[src/uart_tx_pkg.sv]
/*
 * Constants and types shared by the transmit path of one asynchronous serial channel.
 * Assumes a single clock domain (mclk) and an active-high asynchronous reset.
 */
// Summary of operation
// - Holding buffer is sixteen-byte first-in first-out store in buffered mode, one byte in legacy mode.
// - Bit timing from clock divided by divisor.
// - Line settings set length, parity, stop bits.
// - Host-written bytes are accepted into holding buffer.
// - Oldest byte loads shifter only when idle.
// - Shifter serializes byte with framing bits added.
// - Legacy mode: interrupt when empty and enabled.
// - Legacy mode: loading a character clears interrupt.
// - Buffered mode: interrupt follows buffer control settings.
// - Baud generator ticks at sixteen times baud.
// - Divisor in two byte latches; writes reload counter.
package uart_tx_pkg;

	// ------------------------------------------------------------
	// Sizes
	// ------------------------------------------------------------
	localparam int DATA_W = 8;
	localparam int FIFO_DEPTH = 16;
	localparam int PTR_W = 4;
	localparam int CNT_W = 5;
	localparam int DIV_W = 16;
	localparam int TICK_W = 6;

	localparam logic [CNT_W-1:0] DEPTH_BUFFERED = 5'h10;
	localparam logic [CNT_W-1:0] DEPTH_LEGACY = 5'h01;
	localparam logic [CNT_W-1:0] CNT_ONE = 5'h01;
	localparam logic [PTR_W-1:0] PTR_ONE = 4'h1;
	localparam logic [DIV_W-1:0] DIV_RESET = 16'h0000;
	localparam logic [DIV_W-1:0] DIV_ONE = 16'h0001;

	// ------------------------------------------------------------
	// Bit timing in sixteenth-of-bit ticks
	// ------------------------------------------------------------
	localparam logic [TICK_W-1:0] TICKS_BIT = 6'h10;
	localparam logic [TICK_W-1:0] TICKS_STOP_ONE = 6'h10;
	localparam logic [TICK_W-1:0] TICKS_STOP_HALF = 6'h18;
	localparam logic [TICK_W-1:0] TICKS_STOP_TWO = 6'h20;
	localparam logic [TICK_W-1:0] TICK_ONE = 6'h01;

	// ------------------------------------------------------------
	// Character length codes and framing
	// ------------------------------------------------------------
	localparam logic [1:0] LEN_FIVE = 2'h0;
	localparam logic [2:0] LAST_BIT_BASE = 3'h4;
	localparam logic [2:0] BIT_ZERO = 3'h0;
	localparam logic LINE_IDLE = 1'b1;
	localparam logic LINE_START = 1'b0;

	// Transmitter states, one-hot.
	typedef enum logic [5:0] {
		ST_IDLE = 6'h01,
		ST_LOAD = 6'h02,
		ST_START = 6'h04,
		ST_DATA = 6'h08,
		ST_PARITY = 6'h10,
		ST_STOP = 6'h20
	} tx_state_e;

endpackage : uart_tx_pkg

[src/fifo_mem_if.sv]
/*
 * Interface between the holding-buffer control and its storage array.
 * Assumes both ends run on mclk.
 */
`timescale 1ns/1ps
interface fifo_mem_if;
	import uart_tx_pkg::*;

	// Write port and read port of the storage array.
	logic we;
	logic [PTR_W-1:0] waddr;
	logic [DATA_W-1:0] wdata;
	logic [PTR_W-1:0] raddr;
	logic [DATA_W-1:0] rdata;

	modport ctrl (output we, output waddr, output wdata, output raddr, input rdata);
	modport mem (input we, input waddr, input wdata, input raddr, output rdata);

endinterface : fifo_mem_if

[src/tx_fifo_mem.sv]
/*
 * Sixteen-entry byte array backing the transmit holding buffer.
 * Assumes the controller never writes and reads a slot it has not yet filled.
 */
`timescale 1ns/1ps
module tx_fifo_mem
	import uart_tx_pkg::*;
(
	// Clock
	input wire logic mclk,
	// Array ports
	fifo_mem_if.mem port
);

	logic [DATA_W-1:0] store [FIFO_DEPTH];

	// -----------------------------------------------------------
	// Storage
	// -----------------------------------------------------------
	// No reset on the array: contents are only read after a write.
	always_ff @(posedge mclk)
	begin
		if (port.we)
		begin
			store[port.waddr] <= port.wdata;
		end
	end

	// Registered read; the controller waits one cycle for it.
	always_ff @(posedge mclk)
	begin
		port.rdata <= store[port.raddr];
	end

endmodule : tx_fifo_mem

[src/uart_transmit_path.sv]
/*
 * Transmit path of one asynchronous serial channel: holding buffer, baud
 * generator, shift register and holding-empty interrupt.
 * Assumes the host presents writes synchronous to mclk, one byte per strobe,
 * and that line settings are steady while a character is on the line.
 */
`timescale 1ns/1ps
module uart_transmit_path
	import uart_tx_pkg::*;
(
	// Clock and reset
	input wire logic mclk,
	input wire logic rst,
	// Host character writes
	input wire logic [7:0] wr_data,
	input wire logic wr_strobe,
	// Divisor latch writes
	input wire logic [7:0] div_lo_data,
	input wire logic div_lo_wr,
	input wire logic [7:0] div_hi_data,
	input wire logic div_hi_wr,
	// Line settings
	input wire logic [1:0] char_len,
	input wire logic extra_stop,
	input wire logic parity_en,
	input wire logic parity_even,
	input wire logic parity_stick,
	input wire logic break_en,
	// Buffer control
	input wire logic buffered_mode,
	input wire logic buffer_clear,
	input wire logic holding_empty_irq_enable,
	// Serial line and status
	output logic tx_serial,
	output logic holding_empty_flag,
	output logic holding_full,
	output logic tx_all_empty,
	output logic tx_irq
);

	// -----------------------------------------------------------
	// Declarations
	// -----------------------------------------------------------
	fifo_mem_if mem_bus ();

	logic [7:0] div_lo_q;
	logic [7:0] div_hi_q;
	logic [DIV_W-1:0] baud_cnt_q;
	logic baud_tick_q;
	logic [PTR_W-1:0] wr_ptr_q;
	logic [PTR_W-1:0] rd_ptr_q;
	logic [CNT_W-1:0] count_q;
	logic [CNT_W-1:0] count_d;
	logic [CNT_W-1:0] capacity;
	logic push;
	logic pop;
	tx_state_e state_q;
	tx_state_e state_d;
	logic [DATA_W-1:0] tx_shift_register_q;
	logic parity_q;
	logic [2:0] bit_idx_q;
	logic [2:0] last_bit;
	logic [TICK_W-1:0] tick_cnt_q;
	logic [TICK_W-1:0] stop_ticks;
	logic bit_done;
	logic line_d;

	// -----------------------------------------------------------
	// Divisor latches and baud generator
	// -----------------------------------------------------------
	// Two byte latches form the sixteen-bit divisor.
	always_ff @(posedge mclk or posedge rst)
	begin
		if (rst)
		begin
			div_lo_q <= DIV_RESET[7:0];
			div_hi_q <= DIV_RESET[15:8];
		end
		else
		begin
			if (div_lo_wr)
				div_lo_q <= div_lo_data;
			if (div_hi_wr)
				div_hi_q <= div_hi_data;
		end
	end

	// Down counter gives one tick per divisor period, i.e. sixteen per bit.
	// Reloading on a latch write avoids a long count left from the old value.
	// A divisor of zero stops the generator altogether.
	always_ff @(posedge mclk or posedge rst)
	begin
		if (rst)
		begin
			baud_cnt_q <= DIV_RESET;
			baud_tick_q <= 1'b0;
		end
		else if (div_lo_wr || div_hi_wr)
		begin
			baud_cnt_q <= {div_hi_wr ? div_hi_data : div_hi_q, div_lo_wr ? div_lo_data : div_lo_q};
			baud_tick_q <= 1'b0;
		end
		else if (baud_cnt_q <= DIV_ONE)
		begin
			baud_cnt_q <= {div_hi_q, div_lo_q};
			baud_tick_q <= (baud_cnt_q == DIV_ONE);
		end
		else
		begin
			baud_cnt_q <= baud_cnt_q - DIV_ONE;
			baud_tick_q <= 1'b0;
		end
	end

	// -----------------------------------------------------------
	// Holding buffer control
	// -----------------------------------------------------------
	// Legacy mode behaves as a one-character register.
	assign capacity = buffered_mode ? DEPTH_BUFFERED : DEPTH_LEGACY;
	// A write to a full buffer is dropped; holding_full warns the host.
	assign push = wr_strobe && (count_q < capacity) && !buffer_clear;
	assign pop = (state_q == ST_LOAD);
	assign count_d = buffer_clear ? '0 : count_q + (push ? CNT_ONE : '0) - (pop ? CNT_ONE : '0);

	assign mem_bus.we = push;
	assign mem_bus.waddr = wr_ptr_q;
	assign mem_bus.wdata = wr_data;
	assign mem_bus.raddr = rd_ptr_q;

	tx_fifo_mem u_mem (
		.mclk (mclk),
		.port (mem_bus.mem)
	);

	// Pointers and fill level of the first-in first-out store.
	always_ff @(posedge mclk or posedge rst)
	begin
		if (rst)
		begin
			wr_ptr_q <= '0;
			rd_ptr_q <= '0;
			count_q <= '0;
		end
		else
		begin
			if (buffer_clear)
				wr_ptr_q <= rd_ptr_q + (pop ? PTR_ONE : '0);
			else if (push)
				wr_ptr_q <= wr_ptr_q + PTR_ONE;
			if (pop)
				rd_ptr_q <= rd_ptr_q + PTR_ONE;
			count_q <= count_d;
		end
	end

	// -----------------------------------------------------------
	// Framing arithmetic
	// -----------------------------------------------------------
	// Index of the last data bit: five to eight bits.
	assign last_bit = LAST_BIT_BASE + {1'b0, char_len};

	// One and a half stop bits apply only to five-bit characters.
	always_comb
	begin
		if (!extra_stop)
			stop_ticks = TICKS_STOP_ONE;
		else if (char_len == LEN_FIVE)
			stop_ticks = TICKS_STOP_HALF;
		else
			stop_ticks = TICKS_STOP_TWO;
	end

	assign bit_done = baud_tick_q && (tick_cnt_q == ((state_q == ST_STOP) ? stop_ticks : TICKS_BIT) - TICK_ONE);

	// -----------------------------------------------------------
	// Transmitter sequencing
	// -----------------------------------------------------------
	// IDLE waits one cycle in LOAD so the registered read data are valid.
	always_comb
	begin
		state_d = state_q;
		case (state_q)
			ST_IDLE:
			begin
				if (count_q != '0 && !buffer_clear)
					state_d = ST_LOAD;
			end
			ST_LOAD:
				state_d = ST_START;
			ST_START:
			begin
				if (bit_done)
					state_d = ST_DATA;
			end
			ST_DATA:
			begin
				if (bit_done && bit_idx_q == last_bit)
					state_d = parity_en ? ST_PARITY : ST_STOP;
			end
			ST_PARITY:
			begin
				if (bit_done)
					state_d = ST_STOP;
			end
			ST_STOP:
			begin
				if (bit_done)
					state_d = ST_IDLE;
			end
			default:
				state_d = ST_IDLE;
		endcase
	end

	always_ff @(posedge mclk or posedge rst)
	begin
		if (rst)
			state_q <= ST_IDLE;
		else
			state_q <= state_d;
	end

	// Sixteenth-of-bit counter restarts at every bit boundary.
	always_ff @(posedge mclk or posedge rst)
	begin
		if (rst)
			tick_cnt_q <= '0;
		else if (state_q == ST_LOAD || bit_done)
			tick_cnt_q <= '0;
		else if (baud_tick_q)
			tick_cnt_q <= tick_cnt_q + TICK_ONE;
	end

	// Shift register loads the oldest byte and shifts out LSB first.
	always_ff @(posedge mclk or posedge rst)
	begin
		if (rst)
		begin
			tx_shift_register_q <= '0;
			bit_idx_q <= BIT_ZERO;
			parity_q <= 1'b0;
		end
		else if (state_q == ST_LOAD)
		begin
			tx_shift_register_q <= mem_bus.rdata;
			bit_idx_q <= BIT_ZERO;
			// Unused upper bits are masked before parity is formed.
			if (parity_stick)
				parity_q <= !parity_even;
			else
				// The shift amount is widened so that eight-bit characters do not wrap to zero.
				parity_q <= parity_even ^ ~(^(mem_bus.rdata & ~(8'hFF << ({1'b0, last_bit} + 4'h1))));
		end
		else if (state_q == ST_DATA && bit_done)
		begin
			tx_shift_register_q <= tx_shift_register_q >> 1;
			bit_idx_q <= bit_idx_q + 3'h1;
		end
	end

	// -----------------------------------------------------------
	// Line and status outputs
	// -----------------------------------------------------------
	always_comb
	begin
		case (state_q)
			ST_START:
				line_d = LINE_START;
			ST_DATA:
				line_d = tx_shift_register_q[0];
			ST_PARITY:
				line_d = parity_q;
			default:
				line_d = LINE_IDLE;
		endcase
	end

	// All outputs registered; break holds the line low regardless of state.
	// The interrupt is a level taken from the next fill count, so a load
	// drops it on the same edge that stores the byte.
	always_ff @(posedge mclk or posedge rst)
	begin
		if (rst)
		begin
			tx_serial <= LINE_IDLE;
			holding_empty_flag <= 1'b1;
			holding_full <= 1'b0;
			tx_all_empty <= 1'b1;
			tx_irq <= 1'b0;
		end
		else
		begin
			tx_serial <= break_en ? LINE_START : line_d;
			holding_empty_flag <= (count_d == '0);
			holding_full <= (count_d >= capacity);
			tx_all_empty <= (count_d == '0) && (state_d == ST_IDLE);
			if (buffered_mode)
				tx_irq <= holding_empty_irq_enable && (count_d == '0);
			else
				tx_irq <= holding_empty_irq_enable && (count_d == '0);
		end
	end

endmodule : uart_transmit_path

[config.mk]
export PLATFORM = sky130hd
export DESIGN_NAME = uart_transmit_path
export DESIGN_NICKNAME = d
export VERILOG_FILES = /design/src/uart_tx_pkg.sv /design/src/fifo_mem_if.sv /design/src/tx_fifo_mem.sv /design/src/uart_transmit_path.sv
export SDC_FILE = /design/constraint.sdc
export NUM_CORES = 1
export LEC_CHECK = 0
export ABC_AREA = 1
export ABC_CLOCK_PERIOD_IN_PS = 7800
export BUFFER_PORTS_ARGS = -buffer_cell sky130_fd_sc_hd__buf_2
export CAP_MARGIN = 10
export CORE_MARGIN = 5
export CORE_UTILIZATION = 30
export CTS_CLUSTER_SIZE = 30
export DETAILED_ROUTE_END_ITERATION = 7
export REMOVE_ABC_BUFFERS = 1
export SLEW_MARGIN = 20
export SYNTH_ARGS = -nofsm -noshare
export SYNTH_HDL_FRONTEND = slang
export SYNTH_SLANG_ARGS = --single-unit
[constraint.sdc]
create_clock -name mclk -period 7.8 [get_ports mclk]
set_input_delay 0.78 -clock mclk [delete_from_list [all_inputs] [get_ports mclk]]
set_output_delay 0.78 -clock mclk [all_outputs]
set_load 0.01 [all_outputs]
==> results of run 1 <==
==> final timing paths <==
kind / endpoint / startpoint / cells past startpoint
worst min-delay path: count_q[2] / rst / 3
min in group mclk: tx_serial / break_en / 2
worst max-delay path: holding_full / state_q[0] / 17
max in group asynchronous: tx_serial / rst / 4
worst min register to register: parity_q / parity_q / 2
worst max register to register: holding_full / state_q[0] / 17
==> sequential cells by signal (all words and copies together) (netlist names) <==
signal and cells:
mem_bus.waddr 4, tick_cnt_q 6, parity_q 1, baud_tick_q 1, count_q 5, u_mem.port.rdata 8, div_lo_q 8, state_q 6
u_mem.store 128, baud_cnt_q 16, tx_serial 1, div_hi_q 8, mem_bus.raddr 4, tx_all_empty 1, bit_idx_q 3, holding_full 1
tx_irq 1, tx_shift_register_q 8, holding_empty_flag 1
==> Yosys cell counts, types with 2 or more instances <==
| cell | n | area share (%) |
|---|---|---|
| a21oi_1 | 26 | 1.4 |
| a221oi_1 | 9 | 0.83 |
| a31oi_1 | 5 | 0.33 |
| buf_2 | 5 | 0.26 |
| buf_6 | 3 | 0.35 |
| clkbuf_1 | 21 | 0.83 |
| clkinv_1 | 5 | 0.20 |
| dfrtp_1 | 71 | 19 |
| dfstp_2 | 4 | 1.1 |
| dfxtp_1 | 8 | 1.7 |
| edfxtp_1 | 128 | 40 |
| ha_1 | 22 | 2.9 |
| inv_1 | 77 | 3.0 |
| nand2_1 | 224 | 8.8 |
| nand2_2 | 6 | 0.39 |
| nand2_4 | 2 | 0.24 |
| nand3_1 | 50 | 2.6 |
| nand3b_1 | 3 | 0.24 |
| nand4_1 | 13 | 0.85 |
| nor2_1 | 102 | 4.0 |
| nor2_2 | 2 | 0.13 |
| nor2_4 | 6 | 0.71 |
| nor3_1 | 4 | 0.21 |
| o211ai_1 | 5 | 0.39 |
| o21ai_0 | 84 | 4.4 |
| o21ai_1 | 10 | 0.53 |
| o221ai_1 | 7 | 0.64 |
| o22ai_1 | 10 | 0.66 |
| xnor2_1 | 5 | 0.46 |
| xor2_1 | 14 | 1.3 |
==> final cells by class <==
cell class	instances	area, sq um	share of cell area, %
Sequential cell	211	5890	54.1
Clock buffer	26	576	5.29
Tap cell	402	503	4.62
Inverter	83	313	2.87
Multi-Input combinational cell	622	3180	29.2
Timing Repair Buffer	50	280	2.58
Clock inverter	14	146	1.34
==> per-layer routing <==
| metal | global-route usage (%) | share of wire, % | up-vias |
|---|---|---|---|
| met3 | 1.90 | 5.1 | 23 |
| met5 | 0 | 0 | - |
| met4 | 2.80 | 1.5 | 0 |
| li1 | - | - | 3317 |
| met1 | 16.8 | 47 | 3191 |
| met2 | 18.5 | 46 | 134 |
==> per-stage QoR <==
step / power [W] / cells / instance area, sq um / util (%)
detailed placement: 0.00236 / 1367 / 10100 / 32.2
floorplan: 0.00207 / 916 / 9380 / -
CTS: 0.00341 / 1407 / 10900 / 34.5
global route: 0.00360 / 1408 / 10900 / 34.6
global placement: 0.00235 / 1367 / 10100 / 32.2
finish: 0.00338 / 1408 / 10900 / 34.6
==> cells by family after synthesis <==
family / Yosys count / share of synthesized area, %
AOI/OAI and AO/OA: 162 / 9.71
adders and majority gates: 23 / 3.10
xor gates and xnor gates: 19 / 1.75
DFF: 211 / 61.8
and+or+nand+nor: 418 / 18.8
buffers and inverters: 113 / 4.80
==> critical path: cells and delay by family (launching register included) <==
family          cells  cell delay [ns]
flops               1             0.55
compound gates      3             0.32
simple gates        5             0.45
fa+ha+maj           4             1.15
buf+inv             5             0.79
==> report_power, final <==
group	switching [W]	internal, W	leakage (nW)	total, W
clock network	0.000439	0.000600	0.352	0.00104
registers	0.0000873	0.00133	2.17	0.00141
logic	0.000624	0.000303	1.97	0.000927
total	0.00115	0.00223	4.49	0.00338
==> reports/qor.txt, run 1 <==
Avg Inst Size Synth: 10.1 sq um
Critical Path AT: 3.79 ns
Final setup margin: 4.40 ns
Crit path max fanout: 31
Residual DRC: 0
Slew @ Worst Pin: 0.904 ns
Clock latency on the worst-skew pair: 0.52 ns
Commonest non-fill, non-tap cell in the layout: nand2_1
Clock slew at reported path FFs: 0.06 ns
Max Slew Vio Count: 0
Htree depth: 1
Initial antenna violation count: 0
Status: complete, no violations
DP Wirelength: 13.7 mm
# setup viols final: 0
Library cells used by synthesis: 45
Number of global-route vias before repair: 6376
I/O Pins: 44
TNS Setup: 0 ns
CTS tree: built
Iter 0 DRT Violations: 398
Async S/R FF share, synth: 35.5%
F_max: 0.294 GHz
Slew headroom: 39.5%
Routed WL per cell: 14.9 microns
Core box area: 31500 sq um
Die height: 188 microns
CTS resizes: 0
Vias per cell: 4.73
Hold slack final: 0.354 ns
Hold_buf cts: 0
Critical path's largest stage delay: 0.55 ns
CTS Root Cell: clkbuf_16
Clk_skew: 0.0235 ns
Port buffer count: 43
Setup Slack @ Placement: 4.31 ns
Vias: 6665
CTS max path bufs: 3
Synth warn: 0
Die ar.: 35400 sq um
Global route overflow: 0
Worst setup EP type: flip-flop
Largest net degree at the start of global routing: 76
Worst hold path class: primary input to asynchronous set/reset pin
Post-synth EDFFs: 128
Nets: 1052
WP data required: 8.19 ns
TritonCTS buffer count: 22
Detailed Route WL: 21.0 mm
RSZ-0062 raised after global routing: false
Final Critical Period: 3.40 ns
FILL cells: 3141
Leak: 4.49 nW
Die X: 188 microns
Number of antenna diodes: 0
CP Launch Type: flip-flop
Top_reg_cell synth: edfxtp_1
Period utilisation layout: 43.6%
First-pass GRT wire length: 33.8 mm
Layout cells sized above 1: 11.0%
Total Routing Usage GR: 11.6%
PD cells: 310 nW/um^2
Post-Synthesis Cells: 946
Flop2flop setup slack: 4.40 ns
Peak supply drop: 0.000153 V
CP Class: flip-flop to flip-flop
Post-synth design cell area: 9520 sq um
Max cap viols: 0
Sequential-to-total area share from yosys stat: 61.8%
CTS sink cnt: 211
# Post-CTS Setup Buffers: 0
Area grow syn2layout: 14.3%
DRT antenna net count: 0
Crit-path cells: inv_1 > nand4_1 > buf_4 > clkinv_1 > ha_1 > inv_1 > ha_1 > inv_1 > fa_1 > o21ai_0 > nand2_1 > nand2_1 > o21ai_0 > nor2_1 > ha_1 > o21ai_0 > nand2_1
Slowest-stage cell, CP: dfstp_2
DR pass1 iterations: 5
Most frequent cells in the layout: nand2_1, edfxtp_1, nor2_1
Initial core utilization: 30.3%
Final hold violations: 0
RD Place Congestion: 0.819
#FFs+latches synth: 211
Row count: 65
(Power assumes the default switching activity.)
==> run 2, diff against run 1 <==
--- a/config.mk
+++ b/config.mk
@@ -5,8 +5,8 @@
 export SDC_FILE = /design/constraint.sdc
 export NUM_CORES = 1
 export LEC_CHECK = 0
-export ABC_AREA = 1
-export ABC_CLOCK_PERIOD_IN_PS = 7800
+export ABC_AREA = 0
+export ABC_CLOCK_PERIOD_IN_PS = 3200
 export BUFFER_PORTS_ARGS = -buffer_cell sky130_fd_sc_hd__buf_2
 export CAP_MARGIN = 10
 export CORE_MARGIN = 5
==> constraint.sdc (replaced) <==
create_clock -name mclk -period 3.2 [get_ports mclk]
set_input_delay 0.32 -clock mclk [delete_from_list [all_inputs] [get_ports mclk]]
set_output_delay 0.32 -clock mclk [all_outputs]
set_load 0.01 [all_outputs]
==> run 2 against run 1 <==
Effect of this change: the flow now finishes with violations (negative setup slack); sequential power increased by 140%; combinational power increased by 130%; critical path depth decreased by 3; via count decreased by 17%; power increased by 140%; maximum frequency increased by 4.6%; wire length decreased by 7.1%; largest power group unchanged; highest routed layer unchanged.
==> reports/qor.txt, run 2 <==
CTS Root Cell: clkbuf_16
Critical Path AT: 3.65 ns
Ranking of synthesized cells by area: edfxtp_1, dfrtp_1, mux4_2
Worst setup EP type: flip-flop
Internal: 0.00578 W
Gate power share: 26.3%
Status: finished with violations
Failing checks: negative setup slack
RD Place Congestion: 0.806
Psw: 0.00241 W
Leak: 4.19 nW
Total Routing Usage GR: 11.4%
Global route overflow: 0
Layout cells sized above 1: 24.1%
Iter 0 DRT Violations: 463
Synth warn: 0
Most frequent cells in the layout: edfxtp_1, dfrtp_1, nor2_1
Leading area contributor after synthesis: edfxtp_1
CP top delay family: simple AND/OR/NAND/NOR gates
Top_reg_cell synth: edfxtp_1
Switching Share: 29.4%
Count leader, synth: edfxtp_1
DP Wirelength: 12.8 mm
CTS sink cnt: 211
Number of antenna diodes: 0
Post-Synthesis Cells: 668
Peak supply drop: 0.000352 V
Crit path max fanout: 2
Final setup margin: -0.0492 ns
Row count: 64
Avg Inst Size Synth: 13.9 sq um
Initial antenna violation count: 0
Slew @ Worst Pin: 0.846 ns
TNS Setup: -0.0492 ns
Max Slew Vio Count: 0
Async S/R FF share, synth: 35.5%
Routed WL per cell: 16.9 microns
Vias: 5539
Setup Slack @ Placement: -0.145 ns
Clock Power Share: 31.6%
F_max: 0.308 GHz
Die ar.: 34600 sq um
I/O Pins: 44
Die X: 186 microns
Worst r2r path cells: 14
Slew headroom: 43.5%
DRT antenna net count: 0
Reg2reg end: holding_full
#FFs+latches synth: 211
Area grow syn2layout: 17.8%
Max cap viols: 0
Die height: 186 microns
RSZ-0062 raised after global routing: true
CTS max path bufs: 3
Clock latency on the worst-skew pair: 0.52 ns
Critical path capture point: holding_full
CP bufs+invs: 3
# setup viols final: 1
Post-synth EDFFs: 128
Slowest-stage cell, CP: or4_4
Core box area: 30600 sq um
Largest reg by FF count: u_mem.store
Critical path's largest stage delay: 0.53 ns
TritonCTS buffer count: 23
Final Critical Period: 3.25 ns
Flop2flop setup slack: -0.05 ns
Clock slew at reported path FFs: 0.06 ns
Htree depth: 1
Vias per cell: 4.80
Sequential-to-total area share from yosys stat: 63.4%
R2r startpoint: state_q[5]
Post-synth design cell area: 9290 sq um
Max reg flops: 128
WP data required: 3.60 ns
Period utilisation layout: 102%
Synth cell count leaders: edfxtp_1, dfrtp_1, nor2_1, inv_1, o21ai_0
Worst hold path class: primary input to flip-flop
PD cells: 749 nW/um^2
CP Class: flip-flop to flip-flop
Nets: 804
DR pass1 iterations: 5
Crit-path cells: or4_4 > or3b_4 > inv_4 > ha_4 > inv_4 > ha_4 > inv_2 > fa_2 > o21bai_1 > a21oi_2 > xnor2_1 > nor2_1 > ha_1 > a21o_1
Port buffer count: 43
Final hold violations: 0
Area share of the largest cell type after synthesis: 41.4%
Largest net degree at the start of global routing: 48
Initial core utilization: 30.4%
Clk_skew: 0.0189 ns
CP startpoint: state_q[5]
CP Launch Type: flip-flop
Library cells used by synthesis: 62
Number of global-route vias before repair: 5651
First-pass GRT wire length: 31.4 mm
CTS tree: built
Residual DRC: 0
Critical path depth in cells: 14
Commonest non-fill, non-tap cell in the layout: edfxtp_1
Biggest regs: u_mem.store (128), baud_cnt_q (16)
Seq pwr share: 42.2%
Detailed Route WL: 19.5 mm
-- run 2: cell types whose count changed after synthesis, moves of 10 or more --
cell / before / now
mux4_2: 0 / 24
inv_1: 77 / 38
o21ai_0: 84 / 36
nor2_1: 102 / 49
nor2b_1: 0 / 10
a221o_1: 0 / 17
mux2_2: 0 / 24
nand2_1: 224 / 35
and2_1: 0 / 12
nand3_1: 50 / 11
a21oi_1: 26 / 10
xnor2_1: 5 / 18
-- run 2: power groups by stage --
stage | clock [W] | sequential [W] | combinational (W)
4_1_cts | 0.00265 | 0.00345 | 0.00215
5_1_grt | 0.00277 | 0.00349 | 0.00239
3_3_place_gp | 0 | 0.00350 | 0.00208
3_5_place_dp | 0 | 0.00350 | 0.00209
6_report | 0.00259 | 0.00345 | 0.00215
2_1_floorplan | 0 | 0.00354 | 0.00135
-- run 2: cell type report --
cell class | instances | area, sq um
fillers | 2995 | 19700
flip-flops and latches | 211 | 5890
multi-input cells | 390 | 3160
clock buffers | 32 | 671
well taps | 396 | 495
repair buffers | 77 | 488
inverters | 39 | 153
clock inverters | 10 | 78.8
-- run 2: what timing repair did --
| item | 4_1_cts | 5_1_grt |
|---|---|---|
| setup endpoints to repair | 4 | 4 |
| buffers inserted | 4 | 1 |
| pin swaps | 9 | 9 |
| hold buffers | 2 | 0 |
| hold endpoints to repair | 47 | 0 |
| resized for setup | 8 | 4 |
-- run 2: worst register-to-register path, delay by kind of cell, from the launching register on --
family	cells	cell delay, ns
compound gates	3	0.42
flops	1	0.38
buf+inv	3	0.17
fa+ha+maj	4	0.93
simple gates	3	1.04
xor+xnor	1	0.20
-- run 2: routing by layer --
metal	vias to the layer above	share of wire, %	track usage (%)
met2	104	44	17.1
met4	0	1.7	2.19
met1	2763	49	17.3
met3	30	5.3	2.33
met5	-	0	0
li1	2642	-	-
-- run 2: worst min-delay path by stage --
stage                                        start   endpoint  slack (ns)  cells after the start
after floorplan                           break_en  tx_serial        0.35                      1
after detailed placement                  break_en  tx_serial        0.45                      2
after global routing      holding_empty_irq_enable     tx_irq        0.02                      2
after CTS                 holding_empty_irq_enable     tx_irq        0.01                      2
final                     holding_empty_irq_enable     tx_irq        0.03                      2
after global placement                    break_en  tx_serial        0.44                      2
-- run 2: per-stage QoR --
stage / std cells / util, % / hold WS, ns / instance area (sq um) / power [W]
2_1_floorplan: 640 / - / 0.350 / 9150 / 0.00489
3_3_place_gp: 1106 / 33.0 / 0.442 / 10100 / 0.00558
3_5_place_dp: 1106 / 33.0 / 0.448 / 10100 / 0.00560
4_1_cts: 1154 / 35.7 / 0.0121 / 10900 / 0.00825
5_1_grt: 1155 / 35.8 / 0.0228 / 10900 / 0.00865
6_report: 1155 / 35.8 / 0.0335 / 10900 / 0.00819
-- run 2: logic make-up after synthesis --
| logic type | share of synthesized area [%] |
|---|---|
| buf+inv | 3.04 |
| simple gates | 9.46 |
| mux | 9.70 |
| fa+ha+maj | 3.18 |
| compound gates | 7.89 |
| flops | 63.4 |
| xor+xnor | 3.35 |
==> run 3, diff against run 2 <==
--- a/config.mk
+++ b/config.mk
@@ -11,8 +11,10 @@
 export CAP_MARGIN = 10
 export CORE_MARGIN = 5
 export CORE_UTILIZATION = 30
+export CTS_BUF_LIST = sky130_fd_sc_hd__clkbuf_4 sky130_fd_sc_hd__clkbuf_8 sky130_fd_sc_hd__clkbuf_16
 export CTS_CLUSTER_SIZE = 30
 export DETAILED_ROUTE_END_ITERATION = 7
+export PLACE_DENSITY = 0.53
 export REMOVE_ABC_BUFFERS = 1
 export SLEW_MARGIN = 20
 export SYNTH_ARGS = -nofsm -noshare
==> run 3 against run 2 <==
Effect of this change: clock-buffer cell count increased by 7; wire length up 2.0%; hold slack better by 0.0018 ns; largest cell class unchanged; combinational power is 3% higher; cell area about the same; the run still ends with negative setup slack left; clock power about the same; power is 0.44% higher; register-to-register slack better by 0.04 ns; sequential share of layout area barely moved; clock skew fell by 0.0018 ns; worst setup slack improved by 0.035 ns.
==> reports/qor.txt, run 3 (synthesis gave the netlist of run 2 again) <==
Status: finished with violations
Failing checks: negative setup slack
Vias per cell: 4.81
Leak: 4.20 nW
Gate power share: 27.0%
Worst hold path class: primary input to flip-flop
Switching Share: 28.9%
Core box area: 30600 sq um
Nets: 805
FILL cells: 2956
Placed cell count: 1109
Largest net degree at the start of global routing: 49
Seq pwr share: 41.8%
Vias: 5566
RSZ-0062 raised after global routing: true
Max Slew Vio Count: 0
# setup viols final: 1
CTS tree: built
Internal: 0.00585 W
Number of global-route vias before repair: 5644
Die height: 186 microns
CTS sink cnt: 211
Power Total: 0.00823 W
Die X: 186 microns
Slew headroom: 42.3%
PD cells: 752 nW/um^2
Initial antenna violation count: 0
Final Critical Period: 3.21 ns
Clock latency on the worst-skew pair: 0.52 ns
Slew @ Worst Pin: 0.865 ns
Port buffer count: 43
FF+latch area: 5890 sq um
Cell area after layout: 10900 sq um
Die ar.: 34600 sq um
F_max: 0.311 GHz
Crit path max fanout: 2
Period utilisation layout: 100%
DR pass1 iterations: 4
Number of antenna diodes: 0
Residual DRC: 0
DP Wirelength: 13.2 mm
Initial core utilization: 30.4%
Clock slew at reported path FFs: 0.05 ns
Final setup margin: -0.0137 ns
Biggest regs: u_mem.store (128), baud_cnt_q (16)
Max reg flops: 128
Final std cells w/o fill: 1156
CTS Root Cell: clkbuf_16
Area grow syn2layout: 17.7%
Largest reg by FF count: u_mem.store
Routed WL per cell: 17.2 microns
Clk_skew: 0.0171 ns
Max cap viols: 0
CTS max path bufs: 3
Final hold violations: 0
Detailed Route WL: 19.9 mm
Worst setup EP type: flip-flop
Layout cells sized above 1: 24.5%
Critical Path AT: 3.61 ns
RD Place Congestion: 0.786
Flop2flop setup slack: -0.01 ns
Row count: 64
Htree depth: 1
Multi-input gate area: 3170 sq um
Clock Power Share: 31.3%
Most frequent cells in the layout: edfxtp_1, dfrtp_1, nor2_1
WP data required: 3.59 ns
TritonCTS buffer count: 24
Global route overflow: 0
Total Routing Usage GR: 11.7%
Commonest non-fill, non-tap cell in the layout: edfxtp_1
DRT antenna net count: 0
I/O Pins: 44
Psw: 0.00238 W
Peak supply drop: 0.000367 V
Iter 0 DRT Violations: 399
First-pass GRT wire length: 31.6 mm
CP Launch Type: flip-flop
Cell Area, Placed: 10100 sq um
CP Class: flip-flop to flip-flop
## run 3: cell types whose count changed in the layout (fill, tap and decap cells not counted), sizes merged
cell | previous run | this run
clkbuf | 32 | 39
inv | 42 | 38
clkinvlp | 2 | 0
## run 3: cell type report
type	instances	share of cell area [%]
Clock buffer	39	6.64
Clock inverter	4	0.252
Inverter	39	1.37
Multi-Input combinational cell	390	29.0
Sequential cell	211	53.8
Tap cell	396	4.53
Timing Repair Buffer	77	4.35
## run 3: worst max-delay path, cell delays in order (launching register included)
cell and delay, ns:
dfrtp_1 0.38, or4_4 0.54, or3b_4 0.41, inv_4 0.07
ha_4 0.19, inv_2 0.06, ha_4 0.13, inv_2 0.03
fa_2 0.34, o21bai_1 0.15, a21oi_1 0.09, xnor2_1 0.20
nor2_1 0.08, ha_1 0.28, a21o_1 0.15
## run 3: repair_timing
action | in CTS | in global routing
pin swaps | 4 | 5
resized for setup | 3 | 10
hold buffers | 2 | 0
endpoints found under the setup margin | 4 | 4
setup buffers | 0 | 3
endpoints found under the hold margin | 46 | 0
## run 3: final timing paths
kind | from | endpoint | cells after the start
min reg2reg | u_mem.port.rdata[7] | tx_shift_register_q[7] | 2
min | div_lo_data[6] | baud_cnt_q[6] | 3
max reg2reg | state_q[4] | holding_full | 14
max in group asynchronous | rst | mem_bus.raddr[0] | 4
max | state_q[4] | holding_full | 14
min in group asynchronous | rst | div_hi_q[3] | 3
## run 3: layer usage
| metal | vias up | global-route usage [%] | routed length [microns] |
|---|---|---|---|
| met5 | - | 0 | 0 |
| met2 | 97 | 18.7 | 8940 |
| met4 | 0 | 2.65 | 408 |
| met1 | 2788 | 16.8 | 9630 |
| met3 | 36 | 1.78 | 873 |
| li1 | 2645 | - | - |
## run 3: stage by stage
step                util [%]  hold slack, ns  setup TNS (ns)  setup WS [ns]
floorplan                  -           0.350           -1.09         -0.449
global placement        33.0           0.445          -0.177         -0.130
detailed placement      33.0           0.440          -0.237         -0.142
CTS                     35.5         0.00946         -0.0329        -0.0329
global route            35.7          0.0360          -0.146         -0.146
finish                  35.7          0.0353         -0.0137        -0.0137
## run 3: power by group through the flow
| stage | clock, W | sequential (W) | combinational, W |
|---|---|---|---|
| global route | 0.00278 | 0.00348 | 0.00245 |
| finish | 0.00257 | 0.00343 | 0.00222 |
| detailed placement | 0 | 0.00348 | 0.00216 |
| CTS | 0.00266 | 0.00343 | 0.00219 |
| global placement | 0 | 0.00348 | 0.00215 |
| floorplan | 0 | 0.00354 | 0.00135 |
